===== config.mk =====
export PLATFORM = sky130hd
export DESIGN_NAME = breaker_ctrl
export DESIGN_NICKNAME = d
export VERILOG_FILES = /design/src/include/breaker_pkg.sv /design/src/include/open_wish_if.sv /design/src/logic/breaker_ctrl.sv /design/src/logic/open_wish_arbiter.sv
export VERILOG_INCLUDE_DIRS = /design/src /design/src/include
export SDC_FILE = /design/constraint.sdc
export NUM_CORES = 1
export LEC_CHECK = 0
export ABC_CLOCK_PERIOD_IN_PS = 2050
export BUFFER_PORTS_ARGS = -buffer_cell sky130_fd_sc_hd__buf_2
export CAP_MARGIN = 20
export CORE_MARGIN = 8
export CORE_UTILIZATION = 45
export CTS_BUF_LIST = sky130_fd_sc_hd__clkbuf_4 sky130_fd_sc_hd__clkbuf_8
export DETAILED_ROUTE_END_ITERATION = 10
export PLACE_DENSITY = 0.79
export SYNTH_ARGS = -nofsm -noshare
export SYNTH_HDL_FRONTEND = slang
export SYNTH_SLANG_ARGS = --single-unit

===== constraint.sdc =====
create_clock -name clk -period 2.05 [get_ports clk]
set_input_delay 0.1025 -clock clk [delete_from_list [all_inputs] [get_ports clk]]
set_output_delay 0.1025 -clock clk [all_outputs]
set_load 0.005 [all_outputs]

===== src/include/breaker_defines.svh =====
// Constants for the breaker synchronize, unload and open control.
// Assumes inclusion by bare name from the design files.
`ifndef BREAKER_DEFINES_SVH
`define BREAKER_DEFINES_SVH

// Channel indices in the per-breaker vectors
`define CH_A 0
`define CH_B 1
// Number of breakers handled
`define NUM_CH 2
// Number of pin inputs that pass the synchroniser
`define NUM_PIN 4
// Pin vector positions
`define PIN_KEY_A 0
`define PIN_KEY_B 1
`define PIN_FB_A 2
`define PIN_FB_B 3
// Reset values of outputs and flags
`define RST_OFF 1'b0
// Default width of the device number on the shared bus
`define DEV_NUM_W_DEF 6

`endif


===== src/include/breaker_pkg.sv =====
// Types shared by the breaker control modules.
// Assumes breaker_defines.svh is on the include path.
package breaker_pkg;
	// Per-breaker sequence state
	typedef enum logic [1:0] {
		ST_IDLE,
		ST_UNLOAD,
		ST_OPEN
	} brk_state_e;
endpackage


===== src/include/open_wish_if.sv =====
// Carrier between the breaker control and the open-wish arbiter.
// Assumes both ends run on the same clock.
`timescale 1ns/1ps
interface open_wish_if;
	logic wish;
	logic grant;
	// Control publishes its wish and reads the grant
	modport ctrl (output wish, input grant);
	// Arbiter reads the wish and answers the grant
	modport arb (input wish, output grant);
endinterface


===== src/logic/breaker_ctrl.sv =====
// Synchronize, unload and open decisions for two breakers.
// Assumes equation inputs and settings are on clk; pins are not.
//
// Functional notes
// - Auto sync A: both systems in range, differences ok, enable, no open.
// - Manual sync A: conditions ok, close input or key, no manual open.
// - Two-breaker mode also needs breaker B closed to sync A.
// - Sync B only two-breaker mode with A closed, same trigger style.
// - Unload A only with two systems and a variable side, else open.
// - Auto unload on open_unload_a; abort when it drops with enable.
// - Manual unload per setting on manual open; abort with close input.
// - Soft key started unloading cannot be aborted and forces open.
// - Publish open wish; lowest device number passes execution on.
// - Open-failure alarm stops the unloading execution.
// - Relay A energizes to open when normally open, else de-energizes.
// - Open A on unload done, immediate, soft key or B key cross.
// - Open A on class C or higher alone, class C or D two-breaker.
// - Opening A complete when A feedback reports open.
// - Leave A open state when A in range, no C/D, close permit.
// - Relay B energizes to open when normally open, else de-energizes.
// - Open B on unload, immediate, key, A key cross or E/F alarm.
// - Opening B complete when B feedback reports open.
// - Leave B open state when B in range, no E/F, manual permit.
// - Unload B only two-breaker mode, same triggers as A.
// - Mode selects one breaker or two breakers; two is default.
`timescale 1ns/1ps
`include "breaker_defines.svh"
module breaker_ctrl
	import breaker_pkg::*;
#(
	parameter int DEV_NUM_W = `DEV_NUM_W_DEF
) (
	input wire logic clk,
	input wire logic rst_n,
	input wire logic auto_mode,
	input wire logic two_breaker,
	input wire logic sys_a_ok,
	input wire logic sys_b_ok,
	input wire logic diff_ok,
	input wire logic two_connected,
	input wire logic variable_side,
	input wire logic alarm_c,
	input wire logic alarm_d,
	input wire logic alarm_e,
	input wire logic alarm_f,
	input wire logic enable_close_a,
	input wire logic open_unload_a,
	input wire logic open_immediate_a,
	input wire logic manual_close_a,
	input wire logic manual_open_a,
	input wire logic enable_close_b,
	input wire logic open_unload_b,
	input wire logic open_immediate_b,
	input wire logic manual_close_b,
	input wire logic manual_open_b,
	input wire logic man_unload_a,
	input wire logic man_unload_b,
	input wire logic relay_nc_a,
	input wire logic relay_nc_b,
	input wire logic cross_key_a,
	input wire logic cross_key_b,
	input wire logic key_a_pin,
	input wire logic key_b_pin,
	input wire logic fb_open_a_pin,
	input wire logic fb_open_b_pin,
	input wire logic open_fail_a,
	input wire logic open_fail_b,
	input wire logic unload_done_a,
	input wire logic unload_done_b,
	input wire logic [DEV_NUM_W-1:0] own_num,
	input wire logic peer_wish_any,
	input wire logic [DEV_NUM_W-1:0] peer_min_num,
	output logic sync_a,
	output logic sync_b,
	output logic relay_a,
	output logic relay_b,
	output logic unload_exec_a,
	output logic unload_exec_b,
	output logic open_wish
);

	// ==========================================================
	// Pin synchronisers
	// ==========================================================
	wire [`NUM_PIN-1:0] pin_raw = {fb_open_b_pin, fb_open_a_pin,
		key_b_pin, key_a_pin};
	logic [`NUM_PIN-1:0] meta_ff;
	logic [`NUM_PIN-1:0] pin_ff;

	// Two stages; only the second stage is read by logic
	always_ff @(posedge clk or negedge rst_n) begin
		if (!rst_n) begin
			meta_ff <= '0;
			pin_ff <= '0;
		end else begin
			meta_ff <= pin_raw;
			pin_ff <= meta_ff;
		end
	end

	wire key_a = pin_ff[`PIN_KEY_A];
	wire key_b = pin_ff[`PIN_KEY_B];
	wire fb_a = pin_ff[`PIN_FB_A];
	wire fb_b = pin_ff[`PIN_FB_B];

	// ==========================================================
	// Shared conditions
	// ==========================================================
	wire man_mode = ~auto_mode;
	wire volt_ok = sys_a_ok & sys_b_ok & diff_ok;
	wire alarm_cd = alarm_c | alarm_d;
	wire alarm_ef = alarm_e | alarm_f;
	// Single mode counts every class from C upward
	wire alarm_open_a = two_breaker ? alarm_cd
		: (alarm_cd | alarm_ef);
	wire alarm_open_b = two_breaker & alarm_ef;
	wire unload_path = two_connected & variable_side;

	// ==========================================================
	// Per-breaker decision terms
	// ==========================================================
	wire [`NUM_CH-1:0] fb_open = {fb_b, fb_a};
	wire [`NUM_CH-1:0] sync_ok;
	wire [`NUM_CH-1:0] unl_trig;
	wire [`NUM_CH-1:0] key_trig;
	wire [`NUM_CH-1:0] imm_trig;
	wire [`NUM_CH-1:0] unl_ok;
	wire [`NUM_CH-1:0] abort_ok;
	wire [`NUM_CH-1:0] leave_ok;
	wire [`NUM_CH-1:0] fail = {open_fail_b, open_fail_a};
	wire [`NUM_CH-1:0] done = {unload_done_b, unload_done_a};
	wire [`NUM_CH-1:0] relay_nc = {relay_nc_b, relay_nc_a};

	// Sync permits; the breaker itself must still be open
	wire close_a = auto_mode
		? (enable_close_a & ~open_unload_a & ~open_immediate_a)
		: ((manual_close_a | key_a) & ~manual_open_a);
	wire close_b = auto_mode
		? (enable_close_b & ~open_unload_b & ~open_immediate_b)
		: ((manual_close_b | key_b) & ~manual_open_b);
	assign sync_ok[`CH_A] = volt_ok & close_a & fb_a
		& (~two_breaker | ~fb_b);
	assign sync_ok[`CH_B] = two_breaker & volt_ok & close_b & fb_b
		& ~fb_a;

	// Triggers that take the unloading path
	assign unl_trig[`CH_A] = auto_mode ? open_unload_a
		: (manual_open_a & man_unload_a);
	assign unl_trig[`CH_B] = two_breaker & (auto_mode ? open_unload_b
		: (manual_open_b & man_unload_b));
	// Soft key opens its own breaker, or the other one when allowed
	assign key_trig[`CH_A] = man_mode & (key_a
		| (two_breaker & cross_key_b & key_b));
	assign key_trig[`CH_B] = man_mode & two_breaker & (key_b
		| (cross_key_a & key_a));

	// Direct opens skip unloading altogether
	assign imm_trig[`CH_A] = alarm_open_a | (auto_mode
		? open_immediate_a
		: (manual_open_a & ~man_unload_a));
	assign imm_trig[`CH_B] = alarm_open_b | (two_breaker & (auto_mode
		? open_immediate_b
		: (manual_open_b & ~man_unload_b)));

	assign unl_ok[`CH_A] = unload_path;
	assign unl_ok[`CH_B] = two_breaker & unload_path;

	// Abort of a non-key unloading
	assign abort_ok[`CH_A] = auto_mode
		? (~open_unload_a & enable_close_a)
		: (~manual_open_a & manual_close_a);
	assign abort_ok[`CH_B] = auto_mode
		? (~open_unload_b & enable_close_b)
		: (~manual_open_b & manual_close_b);

	// Alternative exits from the open state
	assign leave_ok[`CH_A] = sys_a_ok & ~alarm_cd & (auto_mode
		? enable_close_a : (manual_close_a | key_a));
	assign leave_ok[`CH_B] = sys_b_ok & ~alarm_ef & (auto_mode
		? 1'b1 : ((manual_close_b | key_b) & ~manual_open_b));

	// ==========================================================
	// Open-wish negotiation
	// ==========================================================
	open_wish_if wif ();
	brk_state_e st_ff [`NUM_CH];
	logic [`NUM_CH-1:0] unloading;

	assign wif.wish = |unloading;

	open_wish_arbiter #(
		.DEV_NUM_W(DEV_NUM_W)
	) u_arb (
		.wif(wif),
		.own_num(own_num),
		.peer_wish_any(peer_wish_any),
		.peer_min_num(peer_min_num)
	);

	// ==========================================================
	// Per-breaker sequence
	// ==========================================================
	logic [`NUM_CH-1:0] key_held_ff;
	logic [`NUM_CH-1:0] sync_ff;
	logic [`NUM_CH-1:0] relay_ff;
	logic [`NUM_CH-1:0] exec_ff;
	logic [`NUM_CH-1:0] open_cmd;
	logic wish_ff;

	genvar i;
	generate
		for (i = 0; i < `NUM_CH; i++) begin : g_ch
			brk_state_e nxt_st;
			// A closed breaker is one whose feedback is not open
			wire closed = ~fb_open[i];
			wire any_unl = unl_trig[i] | key_trig[i];
			wire start_unl = closed & any_unl & unl_ok[i];
			wire go_open = closed & (imm_trig[i]
				| (any_unl & ~unl_ok[i]));
			wire nxt_key = (st_ff[i] == ST_IDLE) ? key_trig[i]
				: key_held_ff[i];
			// Key on an open breaker is a close permit, not an open
			wire nxt_sync = sync_ok[i] & (st_ff[i] == ST_IDLE)
				& ~(closed & any_unl) & ~imm_trig[i];
			wire nxt_exec = (nxt_st == ST_UNLOAD) & wif.grant
				& ~fail[i];

			assign unloading[i] = st_ff[i] == ST_UNLOAD;
			assign open_cmd[i] = nxt_st == ST_OPEN;

			// Next state; immediate opens overrule any unloading
			always_comb begin
				nxt_st = st_ff[i];
				case (st_ff[i])
					ST_IDLE: begin
						if (go_open)
							nxt_st = ST_OPEN;
						else if (start_unl)
							nxt_st = ST_UNLOAD;
					end
					ST_UNLOAD: begin
						if (imm_trig[i])
							nxt_st = ST_OPEN;
						else if (fail[i])
							nxt_st = ST_IDLE;
						else if (done[i] | fb_open[i])
							nxt_st = ST_OPEN;
						else if (abort_ok[i] & ~key_held_ff[i])
							nxt_st = ST_IDLE;
					end
					ST_OPEN: begin
						// Feedback or restored permit ends the command
						if (fb_open[i] | leave_ok[i])
							nxt_st = ST_IDLE;
					end
					default: nxt_st = ST_IDLE;
				endcase
			end

			// State and registered outputs of this breaker
			always_ff @(posedge clk or negedge rst_n) begin
				if (!rst_n) begin
					st_ff[i] <= ST_IDLE;
					key_held_ff[i] <= `RST_OFF;
					sync_ff[i] <= `RST_OFF;
					relay_ff[i] <= `RST_OFF;
					exec_ff[i] <= `RST_OFF;
				end else begin
					st_ff[i] <= nxt_st;
					key_held_ff[i] <= nxt_key;
					sync_ff[i] <= nxt_sync;
					relay_ff[i] <= open_cmd[i] ^ relay_nc[i];
					exec_ff[i] <= nxt_exec;
				end
			end
		end
	endgenerate

	// Wish flag follows the published unloading state
	always_ff @(posedge clk or negedge rst_n) begin
		if (!rst_n)
			wish_ff <= `RST_OFF;
		else
			wish_ff <= wif.wish;
	end

	// ==========================================================
	// Outputs
	// ==========================================================
	assign sync_a = sync_ff[`CH_A];
	assign sync_b = sync_ff[`CH_B];
	assign relay_a = relay_ff[`CH_A];
	assign relay_b = relay_ff[`CH_B];
	assign unload_exec_a = exec_ff[`CH_A];
	assign unload_exec_b = exec_ff[`CH_B];
	assign open_wish = wish_ff;

	// ==========================================================
	// Assertions
	// ==========================================================
	sync_a_gate_a: assert property (@(posedge clk) disable iff (!rst_n)
		sync_a |-> $past(volt_ok) && $past(close_a) && $past(fb_a))
		else $error("sync A without permit");
	sync_b_mode_a: assert property (@(posedge clk) disable iff (!rst_n)
		sync_b |-> $past(two_breaker) && !$past(fb_a))
		else $error("sync B outside two-breaker mode");
	sync_a_b_a: assert property (@(posedge clk) disable iff (!rst_n)
		(two_breaker && fb_b) |=> !sync_a)
		else $error("sync A with B open");
	open_prio_a: assert property (@(posedge clk) disable iff (!rst_n)
		imm_trig[`CH_A] |=> !sync_a)
		else $error("sync A during open request");
	relay_pol_a: assert property (@(posedge clk) disable iff (!rst_n)
		(st_ff[`CH_A] == ST_OPEN) |-> relay_a != $past(relay_nc_a))
		else $error("relay A polarity wrong");
	relay_polb_a: assert property (@(posedge clk) disable iff (!rst_n)
		(st_ff[`CH_B] == ST_OPEN && !relay_nc_b) |-> relay_b)
		else $error("relay B not energized");
	fail_stop_a: assert property (@(posedge clk) disable iff (!rst_n)
		open_fail_a |=> !unload_exec_a)
		else $error("unload runs during open failure");
	key_hold_a: assert property (@(posedge clk) disable iff (!rst_n)
		(unloading[`CH_A] && key_held_ff[`CH_A] && !imm_trig[`CH_A]
		&& !fail[`CH_A] && !done[`CH_A] && !fb_a)
		|=> unloading[`CH_A])
		else $error("key unloading interrupted");
	fb_done_a: assert property (@(posedge clk) disable iff (!rst_n)
		(st_ff[`CH_A] == ST_OPEN && fb_a) |=> st_ff[`CH_A] == ST_IDLE)
		else $error("A open state kept after feedback");
	no_unl_b_a: assert property (@(posedge clk) disable iff (!rst_n)
		(!two_breaker && st_ff[`CH_B] == ST_IDLE)
		|=> st_ff[`CH_B] != ST_UNLOAD)
		else $error("B unloads in single mode");
	alarm_a_a: assert property (@(posedge clk) disable iff (!rst_n)
		(alarm_c && !fb_a && st_ff[`CH_A] != ST_OPEN)
		|=> st_ff[`CH_A] == ST_OPEN)
		else $error("A not opened on class C alarm");

endmodule


===== src/logic/open_wish_arbiter.sv =====
// Open-wish negotiation against peers on the shared load share bus.
// Assumes peer flags arrive already decoded on the same clock.
`timescale 1ns/1ps
`include "breaker_defines.svh"
module open_wish_arbiter
	import breaker_pkg::*;
#(
	parameter int DEV_NUM_W = `DEV_NUM_W_DEF
) (
	open_wish_if.arb wif,
	input wire logic [DEV_NUM_W-1:0] own_num,
	input wire logic peer_wish_any,
	input wire logic [DEV_NUM_W-1:0] peer_min_num
);
	// Lowest device number among all requesters wins the execution
	wire smaller = own_num < peer_min_num;
	assign wif.grant = wif.wish & (~peer_wish_any | smaller);
endmodule


=== Yosys cells after proc, flatten, opt, wreduce, memory -nomap -nowiden ===
Index checks and enable logic that the tools add are counted.

* Add/subtract/negate cells: 0
* Multipliers: 0
* Div/mod/pow operators: 0
* $lt $le $gt $ge: 1
* Equal/unequal tests: 8
* Shift operators: 0
* Muxes and demuxes: 27
* Bitwise gates (word level): 103
* Reductions and logical operators: 3

{| class="wikitable"
|+ Operators by type and width
! cell !! number
|-
| bitwise AND 1 bit || 57
|-
| 2-to-1 mux 2 bit || 14
|-
| NOT 1 bit || 25
|-
| bitwise OR 1 bit || 19
|-
| case mux 2 bit (3 select lines) || 2
|-
| 2-to-1 mux 1 bit || 11
|-
| equality test 2 x 1 -> 1 bit (second input constant) || 4
|-
| equality test 2 bit (second input constant) || 4
|-
| < comparator 6 bit || 1
|-
| zero test 2 bit || 2
|-
| OR reduction 2 bit || 1
|-
| XOR 1 bit || 2
|}

* Register bits: 21
* Latch bits: 0
* RAM bits: 0
* ROM bits: 0
* Input bits: 50
* Output and inout port bits: 7
* Word-level logic and storage cells: 155
* Memories: 0

=== Depth between registers and ports, before layout ===
Gate-level depths: netlist of run 1.

* Depth after elaboration: 13
* Depth in mapped cells: 7

=== By module ===
Synthesis of run 1 repeated with hierarchy kept, for this count alone.

* Cells, all modules: 118
* Area, all modules: 1207.4 um^2

{| class="wikitable"
|+ Modules (own cells, without submodules)
! module !! times used !! cells each !! area each (um^2) !! sequential area each (um^2)
|-
| breaker_ctrl || 1 || 98 || 1058.5 || 525.5
|-
| open_wish_arbiter || 1 || 20 || 148.9 || 0.0
|}

=== Worst setup path after synthesis of run 1 ===
No wires, ideal clock.

* Path kind: reg-to-reg
* Start: register st_ff[1] in the netlist's numbering
* End: register exec_ff[1], in the netlist unload_exec_b
* Library setup time: 0.111 ns
* Arrival: 1.389 ns
* Required time: 1.939 ns
* Slack: 0.549 ns
* Cell stages (with the launch flop): 5
* Path buffers: 0
* Clock period less this slack: 1.501 ns
* Path through: dfrtp_1 -> or3b_1 -> nor4_1 -> nor2_1 -> a2111oi_2

* Cells in the longest elaborated chain, start to end: 8

{| class="wikitable"
|+ RTL lines
! item !! line !! source
|-
| from (decl) || breaker_ctrl.sv:186 || <nowiki>brk_state_e st_ff [`NUM_CH];</nowiki>
|-
| from (signal, indexed assignment) || breaker_ctrl.sv:269 || <nowiki>st_ff[i] <= nxt_st;</nowiki>
|-
| 2-to-1 mux 2 bit || breaker_ctrl.sv:248 || <nowiki>else if (abort_ok[i] & ~key_held_ff[i])</nowiki>
|-
| 2-to-1 mux 2 bit || breaker_ctrl.sv:246 || <nowiki>else if (done[i] | fb_open[i])</nowiki>
|-
| 2-to-1 mux 2 bit || breaker_ctrl.sv:244 || <nowiki>else if (fail[i])</nowiki>
|-
| 2-to-1 mux 2 bit || breaker_ctrl.sv:242 || <nowiki>if (imm_trig[i])</nowiki>
|-
| case mux 2 bit (3 select lines) || breaker_ctrl.sv:234 || <nowiki>case (st_ff[i])</nowiki>
|-
| equality test 2 x 1 -> 1 bit || breaker_ctrl.sv:225 || <nowiki>wire nxt_exec = (nxt_st == ST_UNLOAD) & wif.grant</nowiki>
|-
| bitwise AND 1 bit * || breaker_ctrl.sv:225 ||
|-
| bitwise AND 1 bit * || breaker_ctrl.sv:226 || <nowiki>& ~fail[i];</nowiki>
|-
| via g_ch[1].nxt_exec || breaker_ctrl.sv:225 ||
|-
| to (signal, indexed assignment) || breaker_ctrl.sv:267 || <nowiki>exec_ff[i] <= `RST_OFF;</nowiki>
|-
| to (signal, indexed assignment) || breaker_ctrl.sv:273 || <nowiki>exec_ff[i] <= nxt_exec;</nowiki>
|-
| to (decl) || breaker_ctrl.sv:206 || <nowiki>logic [`NUM_CH-1:0] exec_ff;</nowiki>
|}

The timed path passes the listed nets; every way through them passes the cells marked *.
A chain may end at the register's enable or synchronous reset.

=== Final worst setup path of run 1 ===
Same ends and word-level chain as after synthesis.

==> results.md, run 1 <==
- Max-cap viol count: 0
- Final Max Tran Viols: 0
- IO Port Bufs: 56
- First-pass iteration count of the detailed router: 4
- Netlist cell types: 36
- Area leader, netlist: dfrtp_1
- Fin. Hold Viols: 0
- Critical Path RT: 2.25 ns
- # DRC: 0
- Synth area leaders: dfrtp_1, ha_1, nor2_1
- Synth async-reset ratio: 100%
- Initial antenna violation count: 0
- Clock Tree Root: clkbuf_4
- Post-Synth XOR/XNOR Area: under 10%
- Mapped Cells: 117
- DP Worst Slack: 0.439 ns
- Global-route wire length before repair: around 5500 um
- Top-count cell post-synth: dfrtp_1
- Register-to-Register Path Depth: 4
- Starting Density: ~47%
- Yosys warning count: 0
- Skew final: 0.00230 ns
- Compound-gate portion of the synthesized area: a little over a fifth
- Die Area: 4410 um^2
- Top FF cell, synth: dfrtp_1
- Max Buffers Root-to-Sink: 2
- Peak supply drop: 0.391 mV
- DR iter-0 viols: 72
- DP Area: 1450 um^2
- Post-route setup slack: 0.410 ns
- Setup TNS Final: 0 ns
- Worst hold path cell count: 2
- Wire per inst: roughly 15 um
- Worst reg2reg path endpoint: unload_exec_b
- RSZ-0062 raised after global routing: false
- Post-synth EDFFs: 0
- Worst Tran Pin Value: 0.622 ns
- Most instantiated cells after synthesis: dfrtp_1, nor2_1, inv_1
- Crit path max fanout: 6
- Area share of fa/ha/maj cells after synthesis: 5.48%
- Final Routed Wirelength: around 3300 um
- Min Tclk post-route: 1.64 ns
- Worst min path class: in -> reg
- Post-Synth Simple-Gate Area: between 20% and 30%
- Post-CTS sizing: 0
- Drt via density: 5.64
- Vias in the first global route: 1304
- Max frequency: around 610 MHz
- Status: complete, no violations
- Largest family of logic cells by synthesized area: simple AND/OR/NAND/NOR gates
- Mapped cell area: between 1000 and 1500 um^2
- Worst-path clk slew: 0.11 ns
- Mux share of post-synthesis cell area: 0%
- Post-Syn Nets: 172
- # setup viols final: 0
- Hpwl dp: between 2000 and 3000 um
- CTS buffer count: 3
- Worst Setup End Kind: flop
- Register area share after synthesis: between 40% and 50%
- Die Y: 66.4 um
- Via count: 1212
- Syn-to-layout area delta: 37.5%
- Reg-to-reg startpoint: st_ff[1]
- FF+latch count, synth: 21
- GP Congestion: 0.989
- Antenna cell count: 0
- Row count: 18
- R2R Setup Slk: 0.41 ns
- Core ar.: 2430 um^2
- Hold Path End: st_ff[0]
- PD cells: 562 nW/um^2
- Hold Crit Start: two_breaker
- Clk_lat worst skew: 0.31 ns
- Crit path DAT: 1.84 ns
- Share of cells above drive strength 1: ~36%
- Pin count of the biggest net entering global routing: 22
- CTS sink cnt: 21
- TritonCTS clock tree: done
- Slew HR: 58.0%
- Post-synthesis average cell area: 9.76 um^2
- Nets: 241
- Post-route cell area: approximately 1600 um^2
- Crit path kind: reg -> reg
- Boundary pin count: 57
- Total Routing Usage GR: between 15 and 20%
- Final ANT Viol Nets: 0
- P_leak: 0.000766 uW
- Top cell type's share of synthesized area: 46.0%
- Period utilisation layout: 80.0%
- Grt total ovfl: 0
- H-tree depth: 1
- Worst setup SP type: flop
- Overall die width: roughly 66 um
==> per-layer routing <==
layer / vias to the layer above / GRT usage, % / part of all wire (%)
met5: - / 0 / 0
met4: 0 / 7.73 / 1.8
met3: 6 / 5.08 / 12
met2: 70 / 25.9 / 47
met1: 562 / 17.2 / 39
li1: 574 / - / -
==> final cells by class <==
cell class / instances / area (um^2)
timing repair buffer: 65 / 370
inverter: 10 / 37.5
clock buffer: 3 / 22.5
clock inverter: 1 / 5.00
sequential: 21 / 526
fill: 208 / 862
tap: 30 / 37.5
multi-input combinational: 85 / 572
==> worst max-delay path, cell delays in order, from the launching register on <==
cell       delay (ns)
dfrtp_1          0.45
or3b_1           0.40
nor4_1           0.25
nor2_1           0.10
a2111oi_2        0.34
==> worst max-delay path by stage <==
| stage | slack, ns | end | from | depth (start not counted) |
|---|---|---|---|---|
| detailed placement | 0.44 | unload_exec_b | st_ff[1] | 4 |
| global placement | 0.50 | unload_exec_b | st_ff[1] | 4 |
| global route | 0.23 | unload_exec_b | st_ff[1] | 4 |
| CTS | 0.41 | unload_exec_b | st_ff[1] | 4 |
| finish | 0.41 | unload_exec_b | st_ff[1] | 4 |
| floorplan | 0.55 | unload_exec_b | st_ff[1] | 4 |
==> layout by cell type (no fill, tap or decap), types with 3 or more instances in the layout <==
master         count
ha_1               5
nor3_1             3
dlygate4sd3_1      9
nand2b_1           3
a21oi_1            7
inv_1              9
nor2_1            12
dfrtp_1           21
and3_1             3
nor4_1             3
nand4_1            3
nand2_1            8
buf_2             56
clkbuf_4           3
a31oi_1            3
o21ai_0            4
==> registers in the layout, indices dropped and copies added (netlist names) <==
name and flops:
key_held_ff 2, meta_ff 4, open_wish 1, pin_ff 4, relay_a 1, relay_b 1, st_ff 4, sync_a 1
sync_b 1, unload_exec_a 1, unload_exec_b 1
==> report_power, final <==
| group | total, uW | switching [uW] | internal, uW |
|---|---|---|---|
| clock | 200 | 127 | 72.9 |
| combinational | 204 | 98.0 | 106 |
| sequential | 479 | 29.1 | 450 |
| total | 883 | 254 | 629 |
==> cell families after synthesis <==
group,count (synthesis)
and+or+nand+nor,47
AOI/OAI and AO/OA,31
xor gates and xnor gates,2
buffers and inverters,11
adders and majority gates,5
DFF,21
==> through the flow <==
step	util, %	hold slack [ns]	total power, uW	cells
after CTS	64.6	0.0848	889	215
after floorplan	-	-0.193	576	117
after global routing	64.6	0.108	935	215
after detailed placement	59.7	0.0781	676	202
final	64.6	0.104	883	215
after global placement	59.7	0.0604	665	202
==> repair_timing <==
item                                   in CTS  in global routing
hold buffers                                9                  0
buffers inserted                            0                  0
endpoints found under the hold margin      29                  0
No activity file was read; power rests on OpenSTA's default activity.
==> run 2, diff against run 1 <==
ABC_AREA = 1   (was unset)
ABC_CLOCK_PERIOD_IN_PS = 1450   (was 2050)
CORE_UTILIZATION = 44   (was 45)
PLACE_DENSITY = 0.78   (was 0.79)
clock period = 1.45 ns   (was 2.05 ns; I/O delays follow)
==> run 2 against run 1 <==
  * First-iteration DRC count increased by 22%
  * Utilization decreased by 5.5 points
  * Sequential power increased by 36%
  * Power increased by 46%
  * Clock power increased by 42%
  * Register-to-register slack got worse by 0.17 ns
  * Largest power group unchanged
==> results.md, run 2 <==
- R2R Setup Slk: 0.24 ns (-0.17 ns)
- Initial antenna violation count: 0 (unchanged)
- Hold Crit Start: two_breaker
- Die Y: 70.9 um (+6.8%)
- Family with the most delay on the worst path: flip-flops
- Crit path DAT: 1.46 ns (-0.38 ns)
- Max Buffers Root-to-Sink: 2 (unchanged)
- Storage cell area: 526 um^2 (unchanged)
- Top-count cell post-synth: nand2_1
- GP Congestion: 0.823 (-17%)
- Worst path most repeated cell: nand2_1
- Crit path kind: reg -> reg
- Via count: 1295 (+6.8%)
- Hold_buf cts: 9 (unchanged)
- Worst setup SP type: flop
- Antenna cell count: 0 (unchanged)
- Top FF cell, synth: dfrtp_1
- Fin. Hold Viols: 0 (unchanged)
- Setup TNS Final: 0 ns (unchanged)
- Row count: 20 (+2)
- Post-CTS sizing: 0 (unchanged)
- CP bufs+invs: 1 (+1)
- Post-synth EDFFs: 0 (unchanged)
- Reg-to-reg startpoint: st_ff[1]
- Register area share after synthesis: 39.6% (-6.4 points)
- Yosys warning count: 0 (unchanged)
- Critical Path RT: 1.70 ns (-0.55 ns)
- Area leader, netlist: dfrtp_1
- Mapped Cells: 177 (+51%)
- FF+latch count, synth: 21 (unchanged)
- First-pass iteration count of the detailed router: 4 (unchanged)
- Mapped cell area: 1330 um^2 (+16%)
- Cell Int Power: 891 uW (+42%)
- Post-Syn Nets: 232 (+35%)
- Nets: 300 (+24%)
- Non-Filler Instances: 277 (+29%)
- TritonCTS clock tree: done
- Seq pwr share: 50.6% (-3.7 points)
- Register-to-Register Path Depth: 6 (+2)
- Max frequency: 830 MHz (+36%)
- Boundary pin count: 57 (unchanged)
- Commonest non-fill, non-tap cell in the layout: buf_2
- P_leak: 0.00102 uW (+33%)
- Die Area: 5030 um^2 (+14%)
- Netlist cell types: 23 (-36%)
- Global-route wire length before repair: 5360 um (-3.0%)
- Largest stage delay, worst path: 0.41 ns (-0.04 ns)
- Clk_lat worst skew: 0.31 ns (about the same)
- Worst Tran Pin Value: 0.474 ns (-0.148 ns)
- Worst reg2reg path endpoint: unload_exec_a
- IO Port Bufs: 56 (unchanged)
- Syn-to-layout area delta: 31.4%
- DR iter-0 viols: 88 (+22%)
- Slew HR: 68.4% (+10 points)
- Post-synthesis average cell area: 7.50 um^2 (-23%)
- Share of cells above drive strength 1: 34.8% (-1.4 points)
- Total Routing Usage GR: 12.9% (-2.6 points)
- Most instantiated cells after synthesis: nand2_1, inv_1, dfrtp_1
- Worst-path clk slew: 0.12 ns (about the same)
- Placed insts: 264 (+31%)
- Core ar.: 2950 um^2 (+21%)
- Most frequent cells in the layout: buf_2, nand2_1, inv_1
- Worst hold path cell count: 2 (unchanged)
- PD cells: 741 nW/um^2 (+32%)
- Logic pwr share: 27.5% (+4.4 points)
- RSZ-0062 raised after global routing: false
- Wire per inst: 11.4 um (-26%)
- Drt via density: 4.68 (-17%)
- Final Routed Wirelength: 3170 um (-4.2%)
- # DRC: 0 (unchanged)
- Fillers: 285 (+37%)
- Switching Power: 400 uW (+57%)
- Top cell type's share of synthesized area: 39.6% (-6.4 points)
- Cells along the critical path: inv_1, nand2_1, nand2_1, a21boi_0, nand2_1, nor2_2
- Skew final: 0.00828 ns (+0.00598 ns)
- DP Area: 1630 um^2 (+12%)
- Vias in the first global route: 1310 (+0.46%)
- Overall die width: 70.9 um (+6.8%)
- Max-cap viol count: 0 (unchanged)
- # setup viols final: 0 (unchanged)
- Post-route cell area: 1740 um^2 (+11%)
- Hpwl dp: 2650 um (+0.18%)
- CP max-delay cell: dfrtp_1
- Synth area leaders: dfrtp_1, nand2_1, inv_1
- Final ANT Viol Nets: 0 (unchanged)
- Clock Tree Root: clkbuf_4
- Status: complete, no violations
- Min Tclk post-route: 1.21 ns (-0.435 ns)
- Starting Density: 45.0% (-2.0 points)
- Setup bufs post-CTS: 0 (unchanged)
- Crit path max fanout: 3 (-3)
- Grt total ovfl: 0 (unchanged)
- Peak supply drop: 0.476 mV (+22%)
- Core Util, Final: 59.1% (-5.5 points)
- Period utilisation layout: 83.1% (+3.1 points)
- Hold Path End: sync_b
- Worst Setup End Kind: flop
- Switching Share: 31.0% (+2.2 points)
- Area of the multi-input gates: 648 um^2 (+13%)
- Pin count of the biggest net entering global routing: 22 (unchanged)
- Final Max Tran Viols: 0 (unchanged)
- Clock Power Share: 22.0% (-0.7 points)
- Worst min path class: in -> reg
- Synth async-reset ratio: 100% (unchanged)
- CTS buffer count: 3 (unchanged)
- H-tree depth: 1 (unchanged)
- CTS sink cnt: 21 (unchanged)
- Top Registers: meta_ff (4), pin_ff (4), st_ff (4)
[run 2: worst max path at each step]
stage | startpoint | to | cells past startpoint
after floorplan | peer_min_num[3] | unload_exec_a | 8
after global placement | own_num[5] | unload_exec_a | 8
after detailed placement | own_num[1] | unload_exec_a | 8
after CTS | st_ff[3] | unload_exec_a | 6
after global routing | st_ff[3] | unload_exec_b | 6
final | st_ff[1] | unload_exec_a | 6
[run 2: metrics by stage]
step                      total power, uW  hold slack [ns]  setup slack, ns
after detailed placement             1000           0.0558            0.138
final                                1290           0.0526            0.245
after global routing                 1390           0.0378           0.0914
after global placement                996           0.0530            0.238
after CTS                            1310           0.0395            0.221
after floorplan                       872           -0.223            0.390
[run 2: power groups by stage]
stage	registers, uW	logic [uW]	clock network, uW
after global placement	664	332	0
after floorplan	663	209	0
after global routing	660	406	322
after CTS	653	357	295
final	653	355	284
after detailed placement	665	338	0
[run 2: per-layer routing]
layer  track usage [%]  routed length (um)  vias to the layer above
met2              23.5                1600                       37
met1              13.3                1300                      570
met4              5.77                  51                        0
met3              3.81                 217                        4
met5                 0                   0                        -
li1                  -                   -                      684
[run 2: area by class of cell]
type                    instances  share of cell area [%]
clock buffers                   3                    1.29
clock inverters                 1                   0.287
inverters                      33                    7.53
flip-flops and latches         21                    30.1
well taps                      33                    2.37
multi-input cells             121                    37.2
repair buffers                 65                    21.2
[run 2: logic make-up after synthesis]
| group | count (synthesis) | share of synthesized area [%] |
|---|---|---|
| AOI/OAI and AO/OA | 20 | 9.14 |
| adders and majority gates | 5 | 4.71 |
| buffers and inverters | 35 | 11.6 |
| DFF | 21 | 39.6 |
| and+or+nand+nor | 96 | 35.0 |
